[config.mk]
export PLATFORM = sky130hd
export DESIGN_NAME = row_repair
export DESIGN_NICKNAME = d
export VERILOG_FILES = /design/src/row_repair_pkg.sv /design/src/row_repair_sync.sv /design/src/row_repair.sv
export SDC_FILE = /design/constraint.sdc
export NUM_CORES = 1
export LEC_CHECK = 0
export BUFFER_PORTS_ARGS = -buffer_cell sky130_fd_sc_hd__buf_4
export CAP_MARGIN = 20
export CORE_MARGIN = 4
export CORE_UTILIZATION = 55
export CTS_CLUSTER_SIZE = 25
export DETAILED_ROUTE_END_ITERATION = 12
export GPL_ROUTABILITY_DRIVEN = 0
export GPL_TIMING_DRIVEN = 0
export PLACE_DENSITY = 0.77
export SYNTH_ARGS = -nofsm -noshare
export SYNTH_HDL_FRONTEND = slang
export SYNTH_SLANG_ARGS = --single-unit
export TNS_END_PERCENT = 1
[constraint.sdc]
create_clock -name clk -period 5.2 [get_ports clk]
set_clock_uncertainty 0.15 [all_clocks]
set_input_delay 0 -clock clk [delete_from_list [all_inputs] [get_ports clk]]
set_output_delay 0 -clock clk [all_outputs]
set_load 0.005 [all_outputs]
[src/row_repair_pkg.sv]
//==============================================================
//==============================================================
package row_repair_pkg;

	// Geometry
	localparam int BANKS  = 16;
	localparam int BANK_W = 4;
	localparam int ROW_W  = 18;
	localparam int DQ_W   = 8;
	localparam int PIN_W  = 7 + BANK_W + ROW_W + 2 * DQ_W;

	// Mode register select and bits
	localparam logic [2:0] MR_SEL_MR0  = 3'h0;
	localparam logic [2:0] MR_SEL_MR4  = 3'h4;
	localparam int         MR4_HARD_BIT = 13;
	localparam int         MR4_SOFT_BIT = 5;

	// Guard keys on address bits 11..7, bits 6..0 all ones
	localparam int KEY_MSB  = 11;
	localparam int KEY_LSB  = 7;
	localparam int FILL_MSB = 6;
	localparam logic [6:0] KEY_FILL = 7'h7f;
	localparam logic [3:0][4:0] GUARD_KEYS =
		{5'h07, 5'h17, 5'h0f, 5'h19};
	localparam logic [1:0] KEY_LAST = 2'h3;

	// Multipurpose readout location for repair support
	localparam logic [1:0] MPR_PAGE_RPR = 2'h2;
	localparam logic [1:0] MPR_LOC_RPR  = 2'h0;
	localparam int         MPR_HARD_BIT = 7;
	localparam int         MPR_SOFT_BIT = 6;
	localparam int         MPR_LOC_LSB  = 0;
	localparam int         MPR_PAGE_LSB = 2;
	localparam logic       HARD_SUP     = 1'b1;
	localparam logic       SOFT_SUP     = 1'b1;

	// Timing
	localparam int CLK_HZ    = 100_000_000;
	localparam int CHK_BEATS = 4;
	localparam int PGM_MS    = 1000;
	localparam int PGM_CYC_DEF = PGM_MS * (CLK_HZ / 1000);
	localparam logic [BANK_W-1:0] BA0_MASK = 4'h1;

	// Register map (byte addresses)
	localparam logic [7:0] REG_CFG   = 8'h00;
	localparam logic [7:0] REG_STAT  = 8'h04;
	localparam logic [7:0] REG_BSEL  = 8'h08;
	localparam logic [7:0] REG_BINFO = 8'h0c;
	localparam logic [7:0] REG_MPR   = 8'h10;
	localparam int         WL_W      = 5;
	localparam logic [4:0] WL_RST    = 5'h09;
	localparam int         BINFO_ST_LSB = 30;

	typedef enum logic [1:0] {BK_EMPTY, BK_SOFT, BK_HARD} bank_state_t;
	typedef enum logic [2:0] {
		S_IDLE, S_KEY, S_ARMED, S_OPEN, S_WL, S_CHECK, S_PROG
	} seq_t;

	// Next bank state after a committed repair
	function automatic bank_state_t repair_next(bank_state_t cur,
		logic hard);
		if (cur == BK_HARD)
			return BK_HARD;
		return hard ? BK_HARD : BK_SOFT;
	endfunction : repair_next

	// Guard key compare for key number k
	function automatic logic key_match(logic [ROW_W-1:0] a,
		logic [1:0] k);
		return a[KEY_MSB:KEY_LSB] == GUARD_KEYS[k] &&
			a[FILL_MSB:0] == KEY_FILL;
	endfunction : key_match

	// Bank and its bank-address-bit-0 partner
	function automatic logic [BANKS-1:0] pair_mask(
		logic [BANK_W-1:0] b);
		logic [BANKS-1:0] m;
		m = '0;
		m[b] = 1'b1;
		m[b ^ BA0_MASK] = 1'b1;
		return m;
	endfunction : pair_mask

endpackage : row_repair_pkg

[src/row_repair_sync.sv]
`timescale 1ns/1ps
//==============================================================
// Two-stage synchroniser for pin inputs
//==============================================================
module row_repair_sync #(
	parameter int W = 1
) (
	// Clock and reset
	input  wire logic         clk,
	input  wire logic         rst,
	// Data
	input  wire logic [W-1:0] d,
	output logic      [W-1:0] q
);
	typedef struct packed {
		logic [W-1:0] s1;
		logic [W-1:0] s2;
	} sync_t;

	sync_t s_ff;
	sync_t nxt_s;

	// First stage feeds only the second
	always_comb begin
		nxt_s    = s_ff;
		nxt_s.s1 = d;
		nxt_s.s2 = s_ff.s1;
	end

	// State register
	always_ff @(posedge clk) begin
		if (rst)
			s_ff <= '0;
		else
			s_ff <= nxt_s;
	end

	assign q = s_ff.s2;
endmodule : row_repair_sync

[src/row_repair.sv]
// Chosen here: the address-and-strobe port and the placing of the registers.
`timescale 1ns/1ps
//==============================================================
// Post package row repair control
//==============================================================
module row_repair
	import row_repair_pkg::*;
#(
	parameter int unsigned PGM_CYC = PGM_CYC_DEF
) (
	// Clock and reset
	input  wire logic              clk,
	input  wire logic              rst,
	// Register port
	input  wire logic [7:0]        reg_addr,
	input  wire logic [31:0]       reg_wdata,
	input  wire logic              reg_wr,
	input  wire logic              reg_rd,
	output logic      [31:0]       reg_rdata,
	// Decoded command pins
	input  wire logic              cmd_mrs,
	input  wire logic              cmd_act,
	input  wire logic              cmd_wr,
	input  wire logic              cmd_ap,
	input  wire logic              cmd_pre,
	input  wire logic              cmd_ref,
	input  wire logic              cmd_mpr_rd,
	input  wire logic [BANK_W-1:0] cmd_bank,
	input  wire logic [ROW_W-1:0]  cmd_addr,
	input  wire logic [DQ_W-1:0]   dq_rise,
	input  wire logic [DQ_W-1:0]   dq_fall,
	// Repair status
	output logic                   hard_mode,
	output logic                   soft_mode,
	output logic      [7:0]        mpr_data,
	output logic                   mpr_valid,
	output logic      [BANKS-1:0]  refresh_skip,
	output logic                   retain_lost,
	output logic                   repair_busy
);

	//==========================================================
	// Pin synchronisation
	//==========================================================
	logic [PIN_W-1:0]  pins_q;
	logic              p_mrs;
	logic              p_act;
	logic              p_wr;
	logic              p_ap;
	logic              p_pre;
	logic              p_ref;
	logic              p_mpr;
	logic [BANK_W-1:0] p_bank;
	logic [ROW_W-1:0]  p_addr;
	logic [DQ_W-1:0]   p_dqr;
	logic [DQ_W-1:0]   p_dqf;

	// All command pins pass two flops
	row_repair_sync #(
		.W (PIN_W)
	) u_sync (
		.clk (clk),
		.rst (rst),
		.d   ({cmd_mrs, cmd_act, cmd_wr, cmd_ap, cmd_pre, cmd_ref,
			cmd_mpr_rd, cmd_bank, cmd_addr, dq_rise, dq_fall}),
		.q   (pins_q)
	);

	// Unpack synchronised pins
	assign {p_mrs, p_act, p_wr, p_ap, p_pre, p_ref, p_mpr, p_bank,
		p_addr, p_dqr, p_dqf} = pins_q;

	//==========================================================
	// State
	//==========================================================
	typedef struct packed {
		seq_t                            seq;
		logic [1:0]                      kcnt;
		logic                            hard_en;
		logic                            soft_en;
		logic [BANK_W-1:0]               tbank;
		logic [ROW_W-1:0]                trow;
		logic                            tap;
		logic [31:0]                     tcnt;
		logic                            ok;
		logic [WL_W-1:0]                 wl;
		logic [BANK_W-1:0]               bsel;
		bank_state_t [BANKS-1:0]         bst;
		logic [BANKS-1:0][ROW_W-1:0]     brow;
		logic [31:0]                     rdata;
		logic [7:0]                      mpr_data;
		logic                            mpr_valid;
		logic [BANKS-1:0]                skip;
		logic                            lost;
		logic                            busy;
	} state_t;

	state_t s_ff;
	state_t nxt_s;

	logic       mr4_hit;
	logic       mr4_both;
	logic       any_cmd;
	logic       dq_zero;
	logic       ok_now;
	logic [1:0] mpr_page;
	logic [1:0] mpr_loc;

	// Command decode
	assign mr4_hit  = p_mrs && p_bank[2:0] == MR_SEL_MR4;
	assign mr4_both = p_addr[MR4_HARD_BIT] && p_addr[MR4_SOFT_BIT];
	assign any_cmd  = p_mrs | p_act | p_wr | p_pre | p_ref;
	assign dq_zero  = p_dqr == '0 && p_dqf == '0;
	assign ok_now   = s_ff.ok && dq_zero;
	assign mpr_page = p_addr[MPR_PAGE_LSB +: 2];
	assign mpr_loc  = p_addr[MPR_LOC_LSB +: 2];

	//==========================================================
	// Next state
	//==========================================================
	always_comb begin
		nxt_s           = s_ff;
		nxt_s.rdata     = '0;
		nxt_s.mpr_valid = 1'b0;

		// Register writes
		if (reg_wr) begin
			case (reg_addr)
				REG_CFG:  nxt_s.wl   = reg_wdata[WL_W-1:0];
				REG_BSEL: nxt_s.bsel = reg_wdata[BANK_W-1:0];
				default:  ;
			endcase
		end

		// Register reads, data stands one cycle later
		if (reg_rd) begin
			case (reg_addr)
				REG_CFG:   nxt_s.rdata[WL_W-1:0] = s_ff.wl;
				REG_STAT:  nxt_s.rdata[4:0] = {s_ff.busy, s_ff.lost,
					s_ff.soft_en, s_ff.hard_en, s_ff.seq != S_IDLE};
				REG_BSEL:  nxt_s.rdata[BANK_W-1:0] = s_ff.bsel;
				REG_BINFO: begin
					nxt_s.rdata[ROW_W-1:0] = s_ff.brow[s_ff.bsel];
					nxt_s.rdata[BINFO_ST_LSB +: 2] = s_ff.bst[s_ff.bsel];
				end
				REG_MPR: begin
					nxt_s.rdata[MPR_HARD_BIT] = HARD_SUP;
					nxt_s.rdata[MPR_SOFT_BIT] = SOFT_SUP;
				end
				default:   nxt_s.rdata = '0;
			endcase
		end

		// Multipurpose readout of repair support
		if (p_mpr) begin
			nxt_s.mpr_valid = 1'b1;
			nxt_s.mpr_data  = '0;
			if (mpr_page == MPR_PAGE_RPR && mpr_loc == MPR_LOC_RPR) begin
				nxt_s.mpr_data[MPR_HARD_BIT] = HARD_SUP;
				nxt_s.mpr_data[MPR_SOFT_BIT] = SOFT_SUP;
			end
		end

		// Mode register 4 writes steer the repair modes
		if (mr4_hit && !mr4_both && s_ff.seq != S_PROG) begin
			nxt_s.hard_en = p_addr[MR4_HARD_BIT];
			nxt_s.soft_en = p_addr[MR4_SOFT_BIT];
			nxt_s.kcnt    = '0;
			nxt_s.seq     = (p_addr[MR4_HARD_BIT] ||
				p_addr[MR4_SOFT_BIT]) ? S_KEY : S_IDLE;
			if (!p_addr[MR4_HARD_BIT]) begin
				nxt_s.skip = '0;
				nxt_s.lost = 1'b0;
			end
		end else begin
			case (s_ff.seq)
				S_IDLE: ;

				// Guard keys in order, any other command except a readout aborts
				S_KEY: begin
					if (p_mrs && p_bank == '0 &&
						key_match(p_addr, s_ff.kcnt)) begin
						nxt_s.kcnt = s_ff.kcnt + 2'h1;
						if (s_ff.kcnt == KEY_LAST)
							nxt_s.seq = S_ARMED;
					end else if (any_cmd) begin
						nxt_s.seq = S_IDLE;
					end
				end

				// Activate captures failing bank and row
				S_ARMED: begin
					if (p_act) begin
						nxt_s.tbank = p_bank;
						nxt_s.trow  = p_addr;
						nxt_s.seq   = S_OPEN;
					end
				end

				// Write starts the data check after write latency
				S_OPEN: begin
					if (p_wr) begin
						nxt_s.tap  = p_ap;
						nxt_s.tcnt = 32'(s_ff.wl);
						nxt_s.seq  = S_WL;
						if (s_ff.hard_en) begin
							if (p_ap) begin
								nxt_s.skip = pair_mask(s_ff.tbank);
							end else begin
								nxt_s.skip = '1;
								nxt_s.lost = 1'b1;
							end
						end
					end
				end

				// Count out write latency
				S_WL: begin
					if (s_ff.tcnt == '0) begin
						nxt_s.seq  = S_CHECK;
						nxt_s.tcnt = 32'(CHK_BEATS - 1);
						nxt_s.ok   = 1'b1;
					end else begin
						nxt_s.tcnt = s_ff.tcnt - 32'h1;
					end
				end

				// All data low on every beat, then commit
				S_CHECK: begin
					nxt_s.ok = ok_now;
					if (s_ff.tcnt == '0) begin
						nxt_s.seq  = S_IDLE;
						nxt_s.skip = '0;
						if (ok_now) begin
							nxt_s.bst[s_ff.tbank] = repair_next(
								s_ff.bst[s_ff.tbank], s_ff.hard_en);
							if (s_ff.bst[s_ff.tbank] != BK_HARD) begin
								nxt_s.brow[s_ff.tbank] = s_ff.trow;
							end
							if (s_ff.hard_en) begin
								nxt_s.seq  = S_PROG;
								nxt_s.skip = s_ff.skip;
								nxt_s.busy = 1'b1;
								nxt_s.tcnt = 32'(PGM_CYC - 1);
							end
						end
					end else begin
						nxt_s.tcnt = s_ff.tcnt - 32'h1;
					end
				end

				// Hard programming time
				S_PROG: begin
					if (s_ff.tcnt == '0) begin
						nxt_s.seq  = S_IDLE;
						nxt_s.busy = 1'b0;
						// Plain write form keeps refresh off until exit
						nxt_s.skip = {BANKS{s_ff.lost}};
					end else begin
						nxt_s.tcnt = s_ff.tcnt - 32'h1;
					end
				end

				default: nxt_s.seq = S_IDLE;
			endcase
		end
	end

	//==========================================================
	// State register
	//==========================================================
	always_ff @(posedge clk) begin
		if (rst) begin
			s_ff     <= '0;
			s_ff.wl  <= WL_RST;
		end else begin
			s_ff <= nxt_s;
		end
	end

	// Outputs straight from state
	assign reg_rdata    = s_ff.rdata;
	assign hard_mode    = s_ff.hard_en;
	assign soft_mode    = s_ff.soft_en;
	assign mpr_data     = s_ff.mpr_data;
	assign mpr_valid    = s_ff.mpr_valid;
	assign refresh_skip = s_ff.skip;
	assign retain_lost  = s_ff.lost;
	assign repair_busy  = s_ff.busy;

	//==========================================================
	// Checks
	//==========================================================
	logic hard_kept;
	logic others_kept;

	// Helper: hard rows never change, other banks untouched
	always_comb begin
		hard_kept   = 1'b1;
		others_kept = 1'b1;
		for (int i = 0; i < BANKS; i++) begin
			if (s_ff.bst[i] == BK_HARD && (nxt_s.bst[i] != BK_HARD ||
				nxt_s.brow[i] != s_ff.brow[i]))
				hard_kept = 1'b0;
			if (i != int'(s_ff.tbank) && (nxt_s.bst[i] != s_ff.bst[i] ||
				nxt_s.brow[i] != s_ff.brow[i]))
				others_kept = 1'b0;
		end
	end
endmodule : row_repair

==> metrics.md <==
| Metric | Value |
|---|---|
| Number of global-route vias before repair | `18,930` |
| Starting DRT DRC Count | `2,468` |
| TritonRoute pass-1 iters | `6` |
| Crit. End Element | `register` |
| Number of hold-repair buffers added at the cts stage | `140` |
| Clock-pin transition on the worst setup and hold timing paths | `0.07 ns` |
| Cell area after synthesis | `approximately 22,000 um2` |
| CP Cell Sequence | `clkbuf_1 -> buf_1 -> clkbuf_1 -> buf_1 -> clkbuf_1 -> a211oi_1 -> a211oi_1` |
| Hold Violations, Final | `0` |
| Mapped Avg Cell Area | `roughly 10 um2` |
| Hold endpoint | `u_sync.nxt_s[42]$_SDFF_PP0_` |
| List of most frequent post-synthesis cells | `513 x sky130_fd_sc_hd__dfxtp_1, 407 x sky130_fd_sc_hd__nand2_1, 322 x sky130_fd_sc_hd__mux2i_1, 121 x sky130_fd_sc_hd__clkbuf_1, 115 x sky130_fd_sc_hd__nor2b_1` |
| Count of yosys warnings during synthesis | `0` |
| Clock Root Buffer | `sky130_fd_sc_hd__clkbuf_16` |
| Setup Buffers After CTS | `0` |
| Input/output buffers | `101` |
| Max Cap Viol | `0` |
| CTS tree | `built` |
| Count leader, synth | `sky130_fd_sc_hd__dfxtp_1` |
| Fmax | `approximately 220 MHz` |
| Die area | `about 44,000 um2` |
| Total Wirelength | `69,180 um` |
| Final period utilization | `0.8890` |
| CP peak stage delay | `approximately 0.93 ns` |
| Min Clock Period, post-route | `~4.6 ns` |
| Clock buffer count from CTS | `between 50 and 60` |
| Share of layout cells above drive strength 1 | `0.1635` |
| Top cells by area, synth | `sky130_fd_sc_hd__dfxtp_1 46%, sky130_fd_sc_hd__mux2i_1 14%, sky130_fd_sc_hd__mux4_2 9.4%` |
| Count of flip-flops with a built-in enable after synthesis | `0` |
| Result of the run | `finished clean` |
| Tightest slew margin relative to the limit | `0.2216` |
| Largest buffer count on any clock path | `3` |
| Worst Hold Class | `input pin to register` |
| Area added between synthesis and finish | `20.54%` |
| Fraction of registers with async set/reset | `0` |
| Worst R2R Path Depth | `7` |
| Number of diodes | `0` |
| Max stage delay cell, worst path | `sky130_fd_sc_hd__clkbuf_1` |
| Maximum ir drop on the vdd rail | `about 330 uV` |
| Cell mode on critical path | `sky130_fd_sc_hd__clkbuf_1` |
| Distinct cell type count after synthesis | `67` |
| Core box area | `approximately 40,000 um2` |
| Mean routed wirelength per cell | `about 23 um` |
| Die width | `209.9 um` |
| Die Y-Extent | `about 210 um` |
| Final core occ | `0.6752` |
| # nets final | `around 2,600` |
| Setup slack of the worst register-to-register path | `about 0.58 ns` |
| # clock sinks | `around 510` |
| Later-pin clock latency in the skew report | `between 0.6 and 0.7 ns` |
| Setup_tns | `0 ns` |
| Maximum number of pins on one net before global-route repair | `15` |
| Number of nets with antenna violations after detailed routing | `0` |
| Wire length of the first global-routing pass | `106,300 um` |
| Cell depth of the worst hold path | `3` |
| Yosys top cell area share | `0.4583` |
| Startpoint of the most critical register-to-register path | `s_ff[380]$_SDFFE_PP0P_` |
| Unrepaired setup endpoints after global routing | `false` |
| Post-synthesis cell type with the largest combined area | `sky130_fd_sc_hd__dfxtp_1` |
| Post-cts resize count | `0` |
| Most used flip-flop cell after synthesis | `sky130_fd_sc_hd__dfxtp_1` |
| FF-to-FF End | `reg_rdata[17]$_SDFF_PP0_` |
| Worst-Margin Slew | `1.168 ns` |
| # fillers | `between 2,000 and 3,000` |
| Kind of launch point of the worst setup path | `register` |
| Routed via count | `~19,000` |
| Setup Viol. Count Final | `0` |
| Count of final max-slew check failures | `0` |
| HPWL Detailed | `46,330 um` |
| Maximum fanout along the worst path | `10` |
| Power density normalized to cell area | `~300 nW/um2` |
| Origin of the worst min-delay path | `cmd_wr` |
| Initial antenna violation count | `1` |
| Standard-cell row count | `73` |
| Total Routing Usage GR | `0.3058` |
| Initial standard-cell utilization of the core | `0.5601` |
| Static Leakage | `around 12 nW` |
| Share of synthesized area occupied by flip-flops and latches | `0.4583` |
| Post-detailed-route via-to-cell ratio | `between 6 and 7` |
| Remaining DRCs | `0` |
| H-tree depth reported by CTS | `2` |
| Overflow left after global routing | `0` |
| Flip-flop and latch count after synthesis | `513` |
| Data required time of the critical path | `between 5 and 6 ns` |
| Number of I/O pins | `150` |
| Synthesized netlist cell count | `approximately 2,200` |
| Arrival time of the worst setup path | `just under 5 ns` |
| Setup CP Type | `register to register` |
[how the worst max path moves through the flow]
| stage | start | to | cells past startpoint |
|---|---|---|---|
| final | s_ff[380]$_SDFFE_PP0P_ | reg_rdata[17]$_SDFF_PP0_ | 7 |
| after floorplan | s_ff[441]$_SDFFE_PP0P_ | s_ff[210]$_SDFFE_PP0P_ | 8 |
| after global placement | s_ff[380]$_SDFFE_PP0P_ | reg_rdata[17]$_SDFF_PP0_ | 7 |
| after detailed placement | s_ff[380]$_SDFFE_PP0P_ | reg_rdata[17]$_SDFF_PP0_ | 7 |
| after global routing | s_ff[380]$_SDFFE_PP0P_ | reg_rdata[17]$_SDFF_PP0_ | 7 |
| after CTS | s_ff[380]$_SDFFE_PP0P_ | reg_rdata[17]$_SDFF_PP0_ | 7 |
[state kept, by name, indices dropped and copies added, names as in the netlist, 8 cells and up]
register	flops
u_sync.q	45
refresh_skip	8
u_sync.nxt_s	45
s_ff	389
reg_rdata	20
[kinds of logic (layout without fill, tap and decap cells)]
family / count (synthesis) / after routing / share of synthesized area
simple gates: 764 / 764 / 0.1728
flops: 513 / 513 / 0.4583
mux: 418 / 418 / 0.2393
compound gates: 248 / 248 / 0.07041
buf+inv: 237 / 571 / 0.05561
fa+ha+maj: 4 / 4 / 0.002233
xor+xnor: 3 / 3 / 0.001173
other cells: 1 / 18 / 0.0001673
[through the flow]
stage / std cells / total power, mW / setup slack [ns] / cell area [um2] / hold slack [ns]
floorplan: 2205 / 4.166 / 2.390 / 22470 / -0.02182
global placement: 2831 / 4.255 / 0.8122 / 23890 / 0.05923
detailed placement: 2831 / 4.261 / 0.7523 / 23890 / 0.06482
CTS: 3064 / 8.063 / 0.7350 / 27010 / 0.001796
global route: 3064 / 8.265 / 0.5629 / 27010 / 0.04122
finish: 3064 / 8.099 / 0.5771 / 27010 / 0.01249
[critical path: cells and delay by family (launching register included)]
family	cells	cell delay (ns)
buffers and inverters	5	3.32
flip-flops	1	0.31
AO/OA/AOI/OAI	2	0.72
[power breakdown]
part / switching [mW] / total (mW) / internal (mW)
Sequential: 0.0160 / 3.98 / 3.96
Clock: 1.65 / 3.83 / 2.18
Combinational: 0.153 / 0.294 / 0.140
[cell usage in the layout, fill, tap and decap left out, drive strengths merged, types with 34 or more instances in the layout]
| cell | n |
|---|---|
| mux4 | 94 |
| mux2i | 322 |
| dfxtp | 513 |
| a21oi | 78 |
| nor2b | 115 |
| nand3 | 41 |
| buf | 199 |
| clkbuf | 192 |
| nor4 | 34 |
| dlygate4sd3 | 140 |
| nand2 | 420 |
| nor2 | 39 |
| o21ai | 56 |
[routing by layer]
| metal | global-route usage | vias up | part of all wire |
|---|---|---|---|
| li1 | - | 8290 | - |
| met1 | 0.3910 | 9099 | 0.38 |
| met2 | 0.4958 | 1086 | 0.46 |
| met3 | 0.06682 | 283 | 0.099 |
| met4 | 0.1458 | 2 | 0.056 |
| met5 | 0 | - | 0.00010 |
[area by class of cell]
cell class                 instances  area [um2]  area share
timing repair buffer             241        2160     0.07995
sequential                       513       10270      0.3802
multi-input combinational       1455       10960      0.4056
buffer                           219        1179     0.04363
clock inverter                    22       259.0    0.009588
tap                              525       656.9     0.02432
clock buffer                      71        1464     0.05419
inverter                          18       67.56    0.002501
Power figures use the tool's default switching activity.
